===== src/include/lhio_pkg.sv =====
// Package with register map, field positions, reset values and timing for the I/O control block.
package lhio_pkg;
  // Register offsets.
  localparam logic [7:0] LHIO_OFF_SCL_LOW   = 8'h0B;
  localparam logic [7:0] LHIO_OFF_RX_CTL    = 8'h0C;
  localparam logic [7:0] LHIO_OFF_IO_LEVEL_CONTROL    = 8'h0D;
  localparam logic [7:0] LHIO_OFF_PIN_STS   = 8'h0E;
  localparam logic [7:0] LHIO_OFF_PIN_INEN  = 8'h0F;
  // Reset values.
  localparam logic [7:0] LHIO_RST_SCL_LOW   = 8'h7A;
  localparam logic [1:0] LHIO_RST_RX_RSVD   = 2'h2;
  localparam logic [1:0] LHIO_RST_SRC_SEL   = 2'h0;
  localparam logic       LHIO_RST_PORT_EN   = 1'h1;
  localparam logic [3:0] LHIO_RST_IO_RSVD   = 4'h9;
  localparam logic [6:0] LHIO_RST_INEN      = 7'h7F;
  localparam logic       LHIO_RST_IO_SEL    = 1'h0;
  localparam logic       LHIO_RST_IO_OVR    = 1'h0;
  // Field positions.
  localparam int LHIO_RX_PASS_LSB   = 4;
  localparam int LHIO_RX_LOCK_LSB   = 2;
  localparam int LHIO_RX_P1_BIT     = 1;
  localparam int LHIO_RX_P0_BIT     = 0;
  localparam int LHIO_IO_SEL_BIT    = 7;
  localparam int LHIO_IO_OVR_BIT    = 6;
  localparam int LHIO_IO_MODE_LSB   = 4;
  localparam int LHIO_IO_RSVD_LSB   = 0;
  // Source select codes.
  localparam logic [1:0] LHIO_SRC_PORT0 = 2'h0;
  localparam logic [1:0] LHIO_SRC_PORT1 = 2'h1;
  localparam logic [1:0] LHIO_SRC_ANY   = 2'h2;
  localparam logic [1:0] LHIO_SRC_ALL   = 2'h3;
  // Supply mode codes.
  localparam logic [1:0] LHIO_MODE_1V8  = 2'h0;
  localparam logic [1:0] LHIO_MODE_3V3  = 2'h3;
  // Timing: one count unit is 40 ns, plus four extra clock periods.
  localparam int LHIO_CLK_NS      = 40;
  localparam int LHIO_UNIT_NS     = 40;
  localparam int LHIO_UNIT_CYC    = (LHIO_UNIT_NS + LHIO_CLK_NS - 1) / LHIO_CLK_NS;
  localparam int LHIO_EXTRA_UNITS = 4;
endpackage


===== src/rtl/lhio_regs.sv =====
// I/O control register bank with SCL low timer, status source selection and pin enables.
`timescale 1ns/1ps
// How it works
// - controller SCL low lasts 40ns times count plus four
// - target SDA setup uses same low count
// - low count resets to 0x7A
// - pass output chosen by bits 5:4
// - lock output chosen by bits 3:2
// - remote writes cannot change source fields
// - bits 1:0 enable receivers, reset one
// - bit 7 selects 1.8V or 3.3V levels
// - override bit picks detected or written values
// - without override, reads return detected level
// - supply mode 00 is 1.8V, 11 is 3.3V
// - status bits 6:0 show pin levels, bit7 zero
// - input enables bits 6:0 reset to one
module lhio_regs
  import lhio_pkg::*;
#(
  parameter int PIN_COUNT = 7
) (
  // Clock and reset.
  input  wire logic                 clk,
  input  wire logic                 rst,
  // Register access port; remote marks a control-channel access.
  input  wire logic                 reg_wr,
  input  wire logic                 reg_rd,
  input  wire logic                 reg_remote,
  input  wire logic [7:0]           reg_addr,
  input  wire logic [7:0]           reg_wdata,
  output logic      [7:0]           reg_rdata,
  output logic                      reg_hit,
  // Receiver status from both ports.
  input  wire logic [1:0]           port_pass,
  input  wire logic [1:0]           port_lock,
  output logic                      pass_out,
  output logic                      lock_out,
  output logic                      first_receiver_enable,
  output logic                      second_receiver_enable,
  // Supply detection and I/O level outputs.
  input  wire logic                 detected_3v3,
  output logic                      high_level_io_select,
  output logic      [1:0]           supply_mode,
  // General-purpose pins.
  input  wire logic [PIN_COUNT-1:0] pin_level_in,
  output logic      [PIN_COUNT-1:0] pin_input_enable,
  // SCL low timing requests and done strobes.
  input  wire logic                 scl_low_start,
  input  wire logic                 sda_setup_start,
  output logic                      scl_low_busy,
  output logic                      scl_low_done,
  output logic                      sda_setup_done
);

  typedef enum logic [2:0] {
    LHIO_T_IDLE  = 3'b001,
    LHIO_T_LOW   = 3'b010,
    LHIO_T_SETUP = 3'b100
  } lhio_tstate_e;

  // Selects port 0 or port 1 status, or the any/all combination of the enabled ports, according to a two-bit code.
  function automatic logic lhio_pick(input logic [1:0] sel, input logic [1:0] st,
                                     input logic [1:0] en);
    logic r;
    r = 1'b0;
    unique case (sel)
      LHIO_SRC_PORT0: r = st[0];
      LHIO_SRC_PORT1: r = st[1];
      LHIO_SRC_ANY:   r = |(st & en);
      LHIO_SRC_ALL:   r = (en != 2'b00) && ((st & en) == en);
    endcase
    return r;
  endfunction

  // True when a write strobe addresses the given offset.
  function automatic logic lhio_wr_to(input logic wr, input logic [7:0] addr,
                                      input logic [7:0] off);
    return wr && (addr == off);
  endfunction

  logic [7:0]           scl_low_r,  scl_low_nxt;
  logic [1:0]           pass_sel_r, pass_sel_nxt;
  logic [1:0]           lock_sel_r, lock_sel_nxt;
  logic [1:0]           port_en_r,  port_en_nxt;
  logic                 sel_r,      sel_nxt;
  logic                 ovr_r,      ovr_nxt;
  logic [1:0]           mode_r,     mode_nxt;
  logic [3:0]           io_rsvd_r,  io_rsvd_nxt;
  logic [PIN_COUNT-1:0] inen_r,     inen_nxt;
  logic [PIN_COUNT-1:0] pin_s1_r,   pin_s2_r;
  logic                 det_s1_r,   det_s2_r;
  logic [1:0]           pass_s1_r,  pass_s2_r;
  logic [1:0]           lock_s1_r,  lock_s2_r;
  logic                 pass_r,     pass_nxt;
  logic                 lock_r,     lock_nxt;
  logic [7:0]           rdata_r,    rdata_nxt;
  logic                 hit_r,      hit_nxt;
  lhio_tstate_e         tst_r,      tst_nxt;
  logic [9:0]           tcnt_r,     tcnt_nxt;
  logic                 ldone_r,    ldone_nxt;
  logic                 sdone_r,    sdone_nxt;
  logic                 eff_sel;
  logic [1:0]           eff_mode;
  logic [9:0]           tload;

  // Detected level drives the controls unless override is set.
  always_comb begin
    eff_sel  = ovr_r ? sel_r  : det_s2_r;
    eff_mode = ovr_r ? mode_r : (det_s2_r ? LHIO_MODE_3V3 : LHIO_MODE_1V8);
  end

  // Low count, shared by the controller low time and the target setup time.
  always_comb begin
    scl_low_nxt = scl_low_r;
    if (lhio_wr_to(reg_wr, reg_addr, LHIO_OFF_SCL_LOW)) begin
      scl_low_nxt = reg_wdata;
    end
  end

  // Receiver control; a remote write reaches only the port enables.
  always_comb begin
    pass_sel_nxt = pass_sel_r;
    lock_sel_nxt = lock_sel_r;
    port_en_nxt  = port_en_r;
    if (lhio_wr_to(reg_wr, reg_addr, LHIO_OFF_RX_CTL)) begin
      if (!reg_remote) begin
        pass_sel_nxt = reg_wdata[LHIO_RX_PASS_LSB +: 2];
        lock_sel_nxt = reg_wdata[LHIO_RX_LOCK_LSB +: 2];
      end
      port_en_nxt = {reg_wdata[LHIO_RX_P1_BIT], reg_wdata[LHIO_RX_P0_BIT]};
    end
  end

  // I/O level control.
  always_comb begin
    sel_nxt     = sel_r;
    ovr_nxt     = ovr_r;
    mode_nxt    = mode_r;
    io_rsvd_nxt = io_rsvd_r;
    if (lhio_wr_to(reg_wr, reg_addr, LHIO_OFF_IO_LEVEL_CONTROL)) begin
      sel_nxt     = reg_wdata[LHIO_IO_SEL_BIT];
      ovr_nxt     = reg_wdata[LHIO_IO_OVR_BIT];
      mode_nxt    = reg_wdata[LHIO_IO_MODE_LSB +: 2];
      io_rsvd_nxt = reg_wdata[LHIO_IO_RSVD_LSB +: 4];
    end
  end

  // Pin input enables.
  always_comb begin
    inen_nxt = inen_r;
    if (lhio_wr_to(reg_wr, reg_addr, LHIO_OFF_PIN_INEN)) begin
      inen_nxt = reg_wdata[PIN_COUNT-1:0];
    end
  end

  // Read data and status outputs.
  always_comb begin
    rdata_nxt = 8'h00;
    hit_nxt   = 1'b0;
    if (reg_rd) begin
      hit_nxt = 1'b1;
      unique case (reg_addr)
        LHIO_OFF_SCL_LOW:  rdata_nxt = scl_low_r;
        LHIO_OFF_RX_CTL:   rdata_nxt = {LHIO_RST_RX_RSVD, pass_sel_r, lock_sel_r, port_en_r};
        LHIO_OFF_IO_LEVEL_CONTROL:   rdata_nxt = {eff_sel, ovr_r, eff_mode, io_rsvd_r};
        LHIO_OFF_PIN_STS:  rdata_nxt = 8'({1'b0, pin_s2_r});
        LHIO_OFF_PIN_INEN: rdata_nxt = 8'({1'b0, inen_r});
        default:           hit_nxt   = 1'b0;
      endcase
    end
  end

  // Pass and lock outputs follow the selected source.
  always_comb begin
    pass_nxt = lhio_pick(pass_sel_r, pass_s2_r, port_en_r);
    lock_nxt = lhio_pick(lock_sel_r, lock_s2_r, port_en_r);
  end

  // Timer: each count unit is one clock period, plus four extra periods.
  always_comb begin
    tload     = 10'((32'(scl_low_r) + LHIO_EXTRA_UNITS) * LHIO_UNIT_CYC);
    tst_nxt   = tst_r;
    tcnt_nxt  = tcnt_r;
    ldone_nxt = 1'b0;
    sdone_nxt = 1'b0;
    unique case (tst_r)
      LHIO_T_IDLE: begin
        if (scl_low_start) begin
          tst_nxt  = LHIO_T_LOW;
          tcnt_nxt = tload - 10'h001;
        end else if (sda_setup_start) begin
          tst_nxt  = LHIO_T_SETUP;
          tcnt_nxt = tload - 10'h001;
        end
      end
      LHIO_T_LOW, LHIO_T_SETUP: begin
        if (tcnt_r == 10'h000) begin
          tst_nxt   = LHIO_T_IDLE;
          ldone_nxt = (tst_r == LHIO_T_LOW);
          sdone_nxt = (tst_r == LHIO_T_SETUP);
        end else begin
          tcnt_nxt = tcnt_r - 10'h001;
        end
      end
      default: tst_nxt = LHIO_T_IDLE;
    endcase
  end

  // Two flops on every input from outside the clock domain; only the second is read.
  always_ff @(posedge clk) begin
    pin_s1_r  <= pin_level_in;
    pin_s2_r  <= pin_s1_r;
    det_s1_r  <= detected_3v3;
    det_s2_r  <= det_s1_r;
    pass_s1_r <= port_pass;
    pass_s2_r <= pass_s1_r;
    lock_s1_r <= port_lock;
    lock_s2_r <= lock_s1_r;
  end

  // Low count register.
  always_ff @(posedge clk) begin
    if (rst) begin
      scl_low_r <= LHIO_RST_SCL_LOW;
    end else begin
      scl_low_r <= scl_low_nxt;
    end
  end

  // Receiver control register.
  always_ff @(posedge clk) begin
    if (rst) begin
      pass_sel_r <= LHIO_RST_SRC_SEL;
      lock_sel_r <= LHIO_RST_SRC_SEL;
      port_en_r  <= {LHIO_RST_PORT_EN, LHIO_RST_PORT_EN};
    end else begin
      pass_sel_r <= pass_sel_nxt;
      lock_sel_r <= lock_sel_nxt;
      port_en_r  <= port_en_nxt;
    end
  end

  // I/O level control register.
  always_ff @(posedge clk) begin
    if (rst) begin
      sel_r     <= LHIO_RST_IO_SEL;
      ovr_r     <= LHIO_RST_IO_OVR;
      mode_r    <= LHIO_MODE_1V8;
      io_rsvd_r <= LHIO_RST_IO_RSVD;
    end else begin
      sel_r     <= sel_nxt;
      ovr_r     <= ovr_nxt;
      mode_r    <= mode_nxt;
      io_rsvd_r <= io_rsvd_nxt;
    end
  end

  // Pin input enable register.
  always_ff @(posedge clk) begin
    if (rst) begin
      inen_r <= LHIO_RST_INEN[PIN_COUNT-1:0];
    end else begin
      inen_r <= inen_nxt;
    end
  end

  // Registered read data and selected status outputs.
  always_ff @(posedge clk) begin
    if (rst) begin
      pass_r  <= 1'b0;
      lock_r  <= 1'b0;
      rdata_r <= 8'h00;
      hit_r   <= 1'b0;
    end else begin
      pass_r  <= pass_nxt;
      lock_r  <= lock_nxt;
      rdata_r <= rdata_nxt;
      hit_r   <= hit_nxt;
    end
  end

  // Interval timer; a start while it runs is ignored.
  always_ff @(posedge clk) begin
    if (rst) begin
      tst_r   <= LHIO_T_IDLE;
      tcnt_r  <= 10'h000;
      ldone_r <= 1'b0;
      sdone_r <= 1'b0;
    end else begin
      tst_r   <= tst_nxt;
      tcnt_r  <= tcnt_nxt;
      ldone_r <= ldone_nxt;
      sdone_r <= sdone_nxt;
    end
  end

  always_comb begin
    reg_rdata              = rdata_r;
    reg_hit                = hit_r;
    pass_out               = pass_r;
    lock_out               = lock_r;
    first_receiver_enable  = port_en_r[0];
    second_receiver_enable = port_en_r[1];
    high_level_io_select   = eff_sel;
    supply_mode            = eff_mode;
    pin_input_enable       = inen_r;
    scl_low_busy           = (tst_r == LHIO_T_LOW);
    scl_low_done           = ldone_r;
    sda_setup_done         = sdone_r;
  end

endmodule // lhio_regs


===== config.mk =====
export PLATFORM = sky130hd
export DESIGN_NAME = lhio_regs
export DESIGN_NICKNAME = d
export VERILOG_FILES = /design/src/include/lhio_pkg.sv /design/src/rtl/lhio_regs.sv
export SDC_FILE = /design/constraint.sdc
export NUM_CORES = 1
export LEC_CHECK = 0
export BUFFER_PORTS_ARGS = -buffer_cell sky130_fd_sc_hd__clkbuf_2
export CAP_MARGIN = 20
export CORE_MARGIN = 10
export CORE_UTILIZATION = 49
export DETAILED_ROUTE_END_ITERATION = 16
export PLACE_DENSITY = 0.73
export REMOVE_ABC_BUFFERS = 1
export SYNTH_ARGS = -nofsm -noshare
export SYNTH_HDL_FRONTEND = slang
export SYNTH_SLANG_ARGS = --single-unit

===== constraint.sdc =====
create_clock -name clk -period 2 [get_ports clk]
set_input_delay 0.2 -clock clk [delete_from_list [all_inputs] [get_ports clk]]
set_output_delay 0.2 -clock clk [all_outputs]
set_load 0.05 [all_outputs]

==> run_results.csv, run 1 <==
group,metric,value,unit
synth,synth_common_cells,"79 x dfxtp_1, 42 x nor2_1, 35 x nand2_1",
sta,slew_headroom,59.5,%
sta,rsz0062_at_grt,"true",
global_route,grt_util_all_layers,16.9,%
synth,synth.largest_area_cell,"dfxtp_1",
synth,synth_compound_area_share,18.6,%
die,core,0.00631,mm2
detailed_routing,drt-total-wl,8.35,mm
clocking,cts_made_buffers,9,
final_layout,fillers,549,
sta,finalSetupTns,-60.5,ps
synth,synth_edf_count,0,
placement,io_buffers,60,
synth,synth_most_common_cell,"dfxtp_1",
synth,yosysUniqueCellTypes,54,
placement,dpl_cell_area,0.00362,mm2
sta,setup_viol,3,
sta,finalCriticalPeriod,2020,ps
power,power.leakage,1.74,nW
detailed_routing,final_antenna_net_count,0,
status,violations,"setup timing",
hold_path,min_path_cells,3,
die,die_w,100,um
sta,fin_crit_sh,101,%
clocking,cts-htree-levels,3,
detailed_routing,drc,0,
final_layout,antenna_cells,0,
synth,synth-seq-area-share,49.9,%
detailed_routing,drtIter0Drc,251,
synth,ys.flop_type,"dfxtp_1",
sta,hold_viol_final,0,
placement,place_congestion,0.903,
setup_path,cp_slowest_cell,"or4b_4",
clocking,max-clock-path-buffers,2,
setup_path,r2r_cells,8,
detailed_routing,firstDrtPassIters,4,
setup_path,path_max_fanout,6,
setup_path,r2r_start,"tcnt_r[1]$_SDFFE_PP0P_",
sta,setup_slack,-22.9,ps
global_route,antenna_found_initial,0,
final_layout,area.sequential,0.00159,mm2
die,ioPinCount,61,
clocking,insertion_delay,350,ps
status,outcome,"finished, violations left",
final_layout,fin_area,0.00401,mm2
setup_path,cp.arrival,2300,ps
setup_path,critical_path_class,"reg -> reg",
setup_path,worstSetupStartpointType,"flop",
placement,pre_cts_slack,-44.0,ps
global_route,grt_pass1_wl,13.6,mm
setup_path,cp.required,2280,ps
setup_path,slowest_delay,470,ps
setup_path,r2r_slack,-20,ps
global_route,grt-ovfl-total,0,
synth,synthXorXnorAreaFrac,2.21,%
sta,tightestPinTransition,603,ps
run,cap_violations,0,
detailed_routing,routedWlPerCell,16.2,um
sta,timing_max_transition_violations_final,0,
global_route,grt_start_max_net_pins,41,
synth,synthMuxAreaShare,6.59,%
detailed_routing,num_vias,2799,
final_layout,syn_to_final_growth,26.4,%
clocking,cts_sinks,79,
detailed_routing,via_per_inst,5.42,
synth,synthCells,344,
synth,synthSimpleGateAreaFrac,18.7,%
setup_path,r2r_end,"tcnt_r[1]$_SDFFE_PP0P_",
power,power_density,839,mW/mm2
synth,syn_area,0.00317,mm2
setup_path,cp-end-kind,"flop",
hold_path,min_delay_worst_endpoint,"scl_low_r[0]$_SDFFE_PP0P_",
clocking,cts_tree,"yes",
clocking,clkTransAtPathRegs,80,ps
synth,syn_area_per_cell,9.21,um2
synth,async_reset_ff_share,0,%
hold_path,hold_start,"reg_wdata[0]",
die,die_h,100,um
synth,synth_top_family_by_area,"simple AND/OR/NAND/NOR gates",
synth,synthTopCellsByArea,"dfxtp_1 50%, nor2_1 5.0%, nand2_1 4.1%",
synth,synth_top_area_share,49.9,%
final_layout,layout-drive-gt1-share,25.7,%
setup_path,crit_chain,"inv_2 > ha_4 > or4b_4 > or3_4 > a21oi_4 > buf_6 > nand2_1 > a21oi_1",
synth,synth-seq-cells,79,
global_route,grt_pass1_vias,2713,
clocking,root_buffer,"clkbuf_8",
sta,fmax,494,MHz
die,die-area,0.0101,mm2
placement,dpl.hpwl,6.01,mm
synth,ys_warn_count,0,
die,start_util,50.2,%
final_layout,multi_input_area,0.00151,mm2
power,irDropWorstVdd,0.000485,V
die,rows,29,
sta,finClkSkew,7.53,ps
final_layout,nets,471,
hold_path,hold_path_class,"in -> reg",
synth,yosys.area_share.adder,0.790,%
==> routing by layer <==
metal  GRT usage, %  up-vias  part of all wire [%]
li1               -     1401                     -
met1           20.5     1299                    43
met2           26.3       91                    48
met3           6.39        8                   8.2
met4           7.07        0                   1.3
met5              0        -                     0
==> kinds of logic after synthesis <==
kind of cell | Yosys count
AOI/OAI and AO/OA | 86
muxes | 19
xor gates and xnor gates | 8
buffers and inverters | 27
and+or+nand+nor | 123
adders and majority gates | 2
DFF | 79
==> worst max-delay path by stage <==
stage,from,to,slack (ps),cells after the start
after floorplan,tcnt_r[0]$_SDFFE_PP0P_,tcnt_r[9]$_SDFFE_PP0P_,70,7
after global placement,tcnt_r[0]$_SDFFE_PP0P_,tcnt_r[9]$_SDFFE_PP0P_,30,7
after detailed placement,tcnt_r[0]$_SDFFE_PP0P_,tcnt_r[9]$_SDFFE_PP0P_,-40,7
after CTS,tcnt_r[0]$_SDFFE_PP0P_,tcnt_r[1]$_SDFFE_PP0P_,-3,8
after global routing,tcnt_r[1]$_SDFFE_PP0P_,tcnt_r[0]$_SDFFE_PP0P_,-110,9
final,tcnt_r[1]$_SDFFE_PP0P_,tcnt_r[1]$_SDFFE_PP0P_,-20,8
==> cells in the final DEF, fill, tap and decap left out, drive strengths merged, types with 3 or more instances in the layout <==
cell and count:
a211o 9, a31oi 3, nor3b 3, dfxtp 79, inv 18, or3 3
buf 17, o211ai 5, a21oi 21, nand2b 9, a22oi 5, mux2 5
nor2 43, dlygate4sd3 12, clkbuf 71, nor3 7, a22o 7, xor2 6
a211oi 3, nand2 35, o21ai 21, or4 3, nand3 6, mux2i 13
==> flip-flops by register name (all words and copies together), names as in the netlist, 3 cells and up <==
register	flops
pin_s1_r	7
tst_r	3
pin_s2_r	7
io_rsvd_r	4
tcnt_r	10
scl_low_r	8
reg_rdata	8
pin_input_enable	7
==> report_power, final <==
group          leakage, nW  total (W)  switching [W]  internal [W]
logic                0.986   0.000494       0.000269      0.000226
clock network       0.0997    0.00119       0.000578      0.000611
registers            0.650    0.00167      0.0000434       0.00163
==> worst max-delay path: cells and delay by family, from the launching register on <==
kind,cells,cell delay (ps)
DFF,1,340
buffers and inverters,2,200
AOI/OAI and AO/OA,2,370
and+or+nand+nor,3,910
adders and majority gates,1,130
==> repair_timing <==
action | 4_1_cts | 5_1_grt
setup endpoints to repair | 3 | 9
buffers inserted | 1 | 3
gates resized for setup | 3 | 9
pin swaps | 1 | 6
endpoints found under the hold margin | 12 | 0
hold buffers | 12 | 0
==> layout make-up <==
type	count	share of cell area, %
Clock buffer	11	3.53
Clock inverter	5	1.41
Inverter	17	1.59
Multi-Input combinational cell	238	37.7
Sequential cell	79	39.6
Tap cell	77	2.41
Timing Repair Buffer	89	13.8
==> stage by stage <==
stage,power (W),cells,util (%),hold slack [ps]
detailed placement,0.00213,484,57.4,304
global route,0.00350,516,63.4,114
floorplan,0.00196,334,-,228
finish,0.00336,516,63.4,118
global placement,0.00212,484,57.4,302
CTS,0.00334,513,62.7,102
(Power assumes the default switching activity.)
==> run 2, diff against run 1 <==
==> constraint.sdc (replaced) <==
create_clock -name clk -period 2 [get_ports clk]
set_input_delay 0.1 -clock clk [delete_from_list [all_inputs] [get_ports clk]]
set_output_delay 0.1 -clock clk [all_outputs]
set_load 0.05 [all_outputs]
==> run 2 against run 1 <==
  * The flow now finishes without violations
  * Fmax grew 1.2%
  * Critical path depth fell by 1
  * Clock skew is 1.5 ps lower
  * First-iteration DRC count down 26%
  * Die area is the same
  * Global-route usage decreased by 0.23 points
  * Routed wire length is 1.9% higher
  * Core utilization is 0.54 points higher
  * Register-to-register slack gained 20 ps
  * Setup slack better by 24 ps
  * Total power up 2.8%
  * Clock power up 8%
  * Critical endpoint is now tcnt_r[9]$_SDFFE_PP0P_
  * Largest power group unchanged
==> run_results.csv, run 2 (synthesis results as in run 1) <==
group,metric,value,unit
clocking,insertion_delay,350,ps
final_layout,layout-drive-gt1-share,26.0,%
final_layout,largest_register_ffs,10,
clocking,cts_made_buffers,9,
power,switching_share,25.9,%
setup_path,crit_chain,"inv_2 > ha_4 > or4b_4 > or3_4 > a21oi_4 > o31ai_1 > a211oi_2",
setup_path,critical_path_class,"reg -> reg",
placement,place_congestion,0.919,
final_layout,syn_to_final_growth,27.4,%
final_layout,final_common_cell,"dfxtp_1",
setup_path,r2r_cells,7,
die,rows,29,
power,power_density,855,mW/mm2
global_route,grt-ovfl-total,0,
power,p_comb_share,14.4,%
setup_path,r2r_slack,1,ps
global_route,grt_pass1_wl,13.5,mm
setup_path,r2r_end,"tcnt_r[9]$_SDFFE_PP0P_",
die,core,0.00631,mm2
global_route,grt_start_max_net_pins,41,
final_layout,final_cell_mix,"76 x dfxtp_1, 60 x clkbuf_2, 42 x nor2_1",
clocking,cts_sinks,79,
power,p_total,0.00345,W
detailed_routing,via_per_inst,5.44,
global_route,grt_pass1_vias,2750,
die,die-area,0.0101,mm2
setup_path,crit_start,"tcnt_r[0]$_SDFFE_PP0P_",
global_route,antenna_found_initial,0,
final_layout,area.sequential,0.00159,mm2
setup_path,path_max_fanout,5,
final_layout,fillers,533,
final_layout,multi_input_area,0.00152,mm2
setup_path,critPathBufInv,1,
die,start_util,50.2,%
placement,io_buffers,60,
detailed_routing,routedWlPerCell,16.5,um
sta,hold_viol_final,0,
clocking,cts-htree-levels,3,
detailed_routing,drc,0,
hold_path,hold_path_class,"in -> reg",
power,p_clk_share,37.1,%
setup_path,cp.arrival,2270,ps
final_layout,antenna_cells,0,
final_layout,nets,471,
global_route,grt_util_all_layers,16.7,%
detailed_routing,drtIter0Drc,185,
sta,slew_headroom,56.3,%
setup_path,cp.required,2280,ps
detailed_routing,drt-total-wl,8.52,mm
setup_path,slowest_delay,470,ps
power,power.internal,0.00256,W
sta,setup_slack,1.14,ps
setup_path,cp_slowest_cell,"or4b_4",
placement,dpl_cell_area,0.00364,mm2
die,ioPinCount,61,
hold_path,hold_start,"reg_wdata[0]",
die,die_w,100,um
sta,tightestPinTransition,650,ps
sta,fmax,500,MHz
setup_path,worstSetupStartpointType,"flop",
setup_path,critical-path-top-delay-family,"simple AND/OR/NAND/NOR gates",
clocking,cts_tree,"yes",
power,power_frac_seq,48.5,%
sta,rsz0062_at_grt,"true",
final_layout,fin_area,0.00404,mm2
power,power.leakage,1.75,nW
clocking,root_buffer,"clkbuf_8",
clocking,max-clock-path-buffers,2,
final_layout,regMostFlops,"tcnt_r",
placement,pre_cts_slack,10.6,ps
placement,dpl.hpwl,6.07,mm
setup_path,worstSetupEndpoint,"tcnt_r[9]$_SDFFE_PP0P_",
sta,timing_max_transition_violations_final,0,
sta,fin_crit_sh,99.9,%
detailed_routing,firstDrtPassIters,4,
run,cap_violations,0,
status,outcome,"completed",
power,switching_power,0.000895,W
setup_path,crit_cells,7,
die,die_h,100,um
clocking,clkTransAtPathRegs,80,ps
detailed_routing,num_vias,2808,
power,irDropWorstVdd,0.000602,V
sta,setup_viol,0,
detailed_routing,final_antenna_net_count,0,
setup_path,cp-end-kind,"flop",
sta,finClkSkew,6.04,ps
sta,finalCriticalPeriod,2000,ps
setup_path,r2r_start,"tcnt_r[0]$_SDFFE_PP0P_",
run 2: timing repair:
action,in CTS,in global routing
setup buffers,0,3
endpoints found under the setup margin,1,7
endpoints found under the hold margin,12,0
gates resized for setup,0,13
hold buffers,12,0
pin swaps,1,5
run 2: power by group through the flow:
stage,Clock [W],Sequential [W],Combinational [W]
finish,0.00128,0.00167,0.000499
floorplan,0,0.00171,0.000245
global placement,0,0.00170,0.000429
detailed placement,0,0.00171,0.000435
CTS,0.00129,0.00167,0.000455
global route,0.00136,0.00168,0.000538
run 2: worst register-to-register path: cells and delay by family (launching register included):
family                   cells  cell delay (ps)
buffers and inverters        1               70
AO/OA/AOI/OAI                3              560
flip-flops                   1              340
adder cells (fa/ha/maj)      1              130
AND/OR/NAND/NOR              2              830
run 2: worst min path at each step:
stage,slack (ps),end,cells past startpoint
6_report,8,scl_low_r[0]$_SDFFE_PP0P_,3
5_1_grt,20,scl_low_r[0]$_SDFFE_PP0P_,3
4_1_cts,2,scl_low_r[0]$_SDFFE_PP0P_,3
3_5_place_dp,200,pass_s1_r[1]$_DFF_P_,1
3_3_place_gp,200,pass_s1_r[0]$_DFF_P_,1
2_1_floorplan,130,det_s1_r$_DFF_P_,0
run 2: cell type report:
cell class	count	share of cell area, %
Clock buffer	11	3.25
Tap cell	77	2.39
Timing Repair Buffer	89	14.0
Inverter	17	1.58
Sequential cell	79	39.3
Multi-Input combinational cell	238	37.5
Clock inverter	5	2.01
run 2: routing by layer:
layer | GRT usage (%) | part of all wire, % | vias to the layer above
met3 | 4.81 | 6.5 | 18
met4 | 8.37 | 2.9 | 0
met2 | 26.4 | 48 | 94
li1 | - | - | 1403
met5 | 0 | 0 | -
met1 | 20.2 | 43 | 1293
run 2: per-stage QoR:
stage	util [%]	hold WS (ps)	instances	setup TNS [ps]
finish	64.0	7.90	516	0
global route	64.0	15.3	516	-208
CTS	63.0	2.39	513	0
detailed placement	57.7	204	485	0
global placement	57.7	202	485	0
floorplan	-	128	334	0
==> run 3, diff against run 2 <==
Settings changed: CORE_MARGIN 10 to unset.
==> run 3 against run 2 <==
  * Non-clock buffer count down 2
  * Sequential cell count unchanged
  * Via count up 1.2%
  * Setup slack improved by 22 ps
  * Total power increased by 0.76%
  * Clock skew about the same
  * Routed wire length shrank 6.6%
  * Sequential share of layout area grew 0.17 points
  * Clock-buffer cell count increased by 2
  * Largest power group unchanged
==> run_results.csv, run 3 (synthesis results as in run 1) <==
group,metric,value,unit
status,outcome,"completed",
setup_path,crit_chain,"inv_4 > ha_4 > or4b_4 > o311ai_4 > buf_4 > o22ai_1 > a31oi_1 > nor2_1",
clocking,cts_sinks,79,
setup_path,cp.required,2230,ps
setup_path,critical_path_class,"reg -> reg",
setup_path,cp_slowest_cell,"or4b_4",
die,die_h,82.4,um
detailed_routing,drt-total-wl,7.96,mm
power,switching_share,25.0,%
detailed_routing,drtIter0Drc,203,
die,rows,28,
final_layout,final_cell_mix,"78 x dfxtp_1, 60 x clkbuf_2, 42 x nor2_1",
clocking,clkTransAtPathRegs,80,ps
global_route,antenna_found_initial,0,
detailed_routing,drc,0,
detailed_routing,num_vias,2842,
power,power_density,865,mW/mm2
die,die_w,82.4,um
sta,timing_max_transition_violations_final,0,
clocking,cts_tree,"yes",
clocking,cts-htree-levels,3,
die,die-area,0.00679,mm2
clocking,insertion_delay,350,ps
final_layout,final_common_cell,"dfxtp_1",
sta,hold_viol_final,0,
run,cap_violations,0,
detailed_routing,final_antenna_net_count,0,
setup_path,cp-end-kind,"flop",
final_layout,regMostFlops,"tcnt_r",
sta,fmax,506,MHz
power,irDropWorstVdd,0.000561,V
global_route,grt-ovfl-total,0,
detailed_routing,routedWlPerCell,15.5,um
final_layout,syn_to_final_growth,26.9,%
clocking,max-clock-path-buffers,2,
power,p_clk_share,37.9,%
final_layout,fin_area,0.00402,mm2
die,ioPinCount,61,
sta,finalCriticalPeriod,1980,ps
power,switching_power,0.000869,W
final_layout,layout-drive-gt1-share,24.9,%
die,core,0.00610,mm2
final_layout,multi_input_area,0.00152,mm2
sta,finClkSkew,6.02,ps
detailed_routing,firstDrtPassIters,4,
sta,tightestPinTransition,665,ps
global_route,grt_start_max_net_pins,41,
die,start_util,52.0,%
final_layout,fillers,513,
sta,finalSetupTns,0,ps
placement,pre_cts_slack,-17.0,ps
global_route,grt_pass1_wl,12.2,mm
setup_path,crit_start,"tcnt_r[0]$_SDFFE_PP0P_",
final_layout,largest_register_ffs,10,
setup_path,slowest_delay,490,ps
hold_path,hold_start,"reg_wdata[0]",
sta,fin_crit_sh,98.9,%
detailed_routing,via_per_inst,5.55,
setup_path,path_max_fanout,5,
hold_path,hold_path_class,"in -> reg",
power,power_frac_seq,48.2,%
power,p_comb_share,13.8,%
final_layout,antenna_cells,0,
setup_path,r2r_start,"tcnt_r[0]$_SDFFE_PP0P_",
final_layout,nets,469,
power,power.leakage,1.74,nW
placement,place_congestion,0.934,
setup_path,worstSetupStartpointType,"flop",
clocking,root_buffer,"clkbuf_8",
final_layout,area.sequential,0.00159,mm2
sta,hold_slack,4.14,ps
sta,rsz0062_at_grt,"true",
sta,setup_viol,0,
global_route,grt_pass1_vias,2591,
setup_path,cp.arrival,2210,ps
placement,dpl.hpwl,5.60,mm
placement,dpl_cell_area,0.00363,mm2
power,power.internal,0.00261,W
global_route,grt_util_all_layers,24.8,%
sta,slew_headroom,55.4,%
clocking,cts_made_buffers,9,
sta,setup_slack,22.7,ps
final_layout,fin_util,66.0,%
placement,io_buffers,60,
## run 3: cell count changes in the layout (fill, tap and decap cells not counted), moves of 2 or more
cell / delta
clkbuf_8: +2
dfxtp_1: +2
dfxtp_2: -3
o21ai_1: +3
o21ai_2: -2
## run 3: metrics by stage
stage	total power, W	std cells
final	0.00348	512
after global routing	0.00361	512
after CTS	0.00346	511
after detailed placement	0.00213	483
after global placement	0.00212	483
after floorplan	0.00196	334
## run 3: final cells by class
type	instances	area share, %
Clock buffer	13	3.95
Timing Repair Buffer	87	13.3
Inverter	17	1.65
Tap cell	75	2.33
Clock inverter	3	1.62
Sequential cell	79	39.4
Multi-Input combinational cell	238	37.8
## run 3: path summary, 6_finish.rpt
kind	to	slack, ps	cells after the start
worst max-delay path	tcnt_r[0]$_SDFFE_PP0P_	20	8
worst min-delay path	scl_low_r[0]$_SDFFE_PP0P_	4	3
worst max register to register	tcnt_r[0]$_SDFFE_PP0P_	20	8
worst min register to register	pass_s2_r[0]$_DFF_P_	330	0
## run 3: critical path, delay by kind of cell, from the launching register on
kind            cells  cell delay, ps
compound gates      3             580
simple gates        2             540
fa+ha+maj           1             120
flops               1             370
buf+inv             2             240
## run 3: layer usage
layer  vias up  track usage, %  part of all wire [%]
met1      1342            29.8                    43
met2        82            42.2                    50
li1       1399               -                     -
met3        19            4.51                   4.6
met5         -               0                     0
met4         0            12.3                   2.5
## run 3: power groups by stage
stage	Clock [W]	Sequential (W)	Combinational, W
2_1_floorplan	0	0.00171	0.000245
3_3_place_gp	0	0.00171	0.000418
3_5_place_dp	0	0.00171	0.000424
4_1_cts	0.00133	0.00167	0.000452
5_1_grt	0.00140	0.00168	0.000524
6_report	0.00132	0.00168	0.000481
## run 3: repair_timing
action,in CTS,in global routing
pin swaps,1,3
gates resized for setup,3,10
setup endpoints to repair,6,10
hold buffers,12,0
endpoints found under the hold margin,12,0
setup buffers,0,1
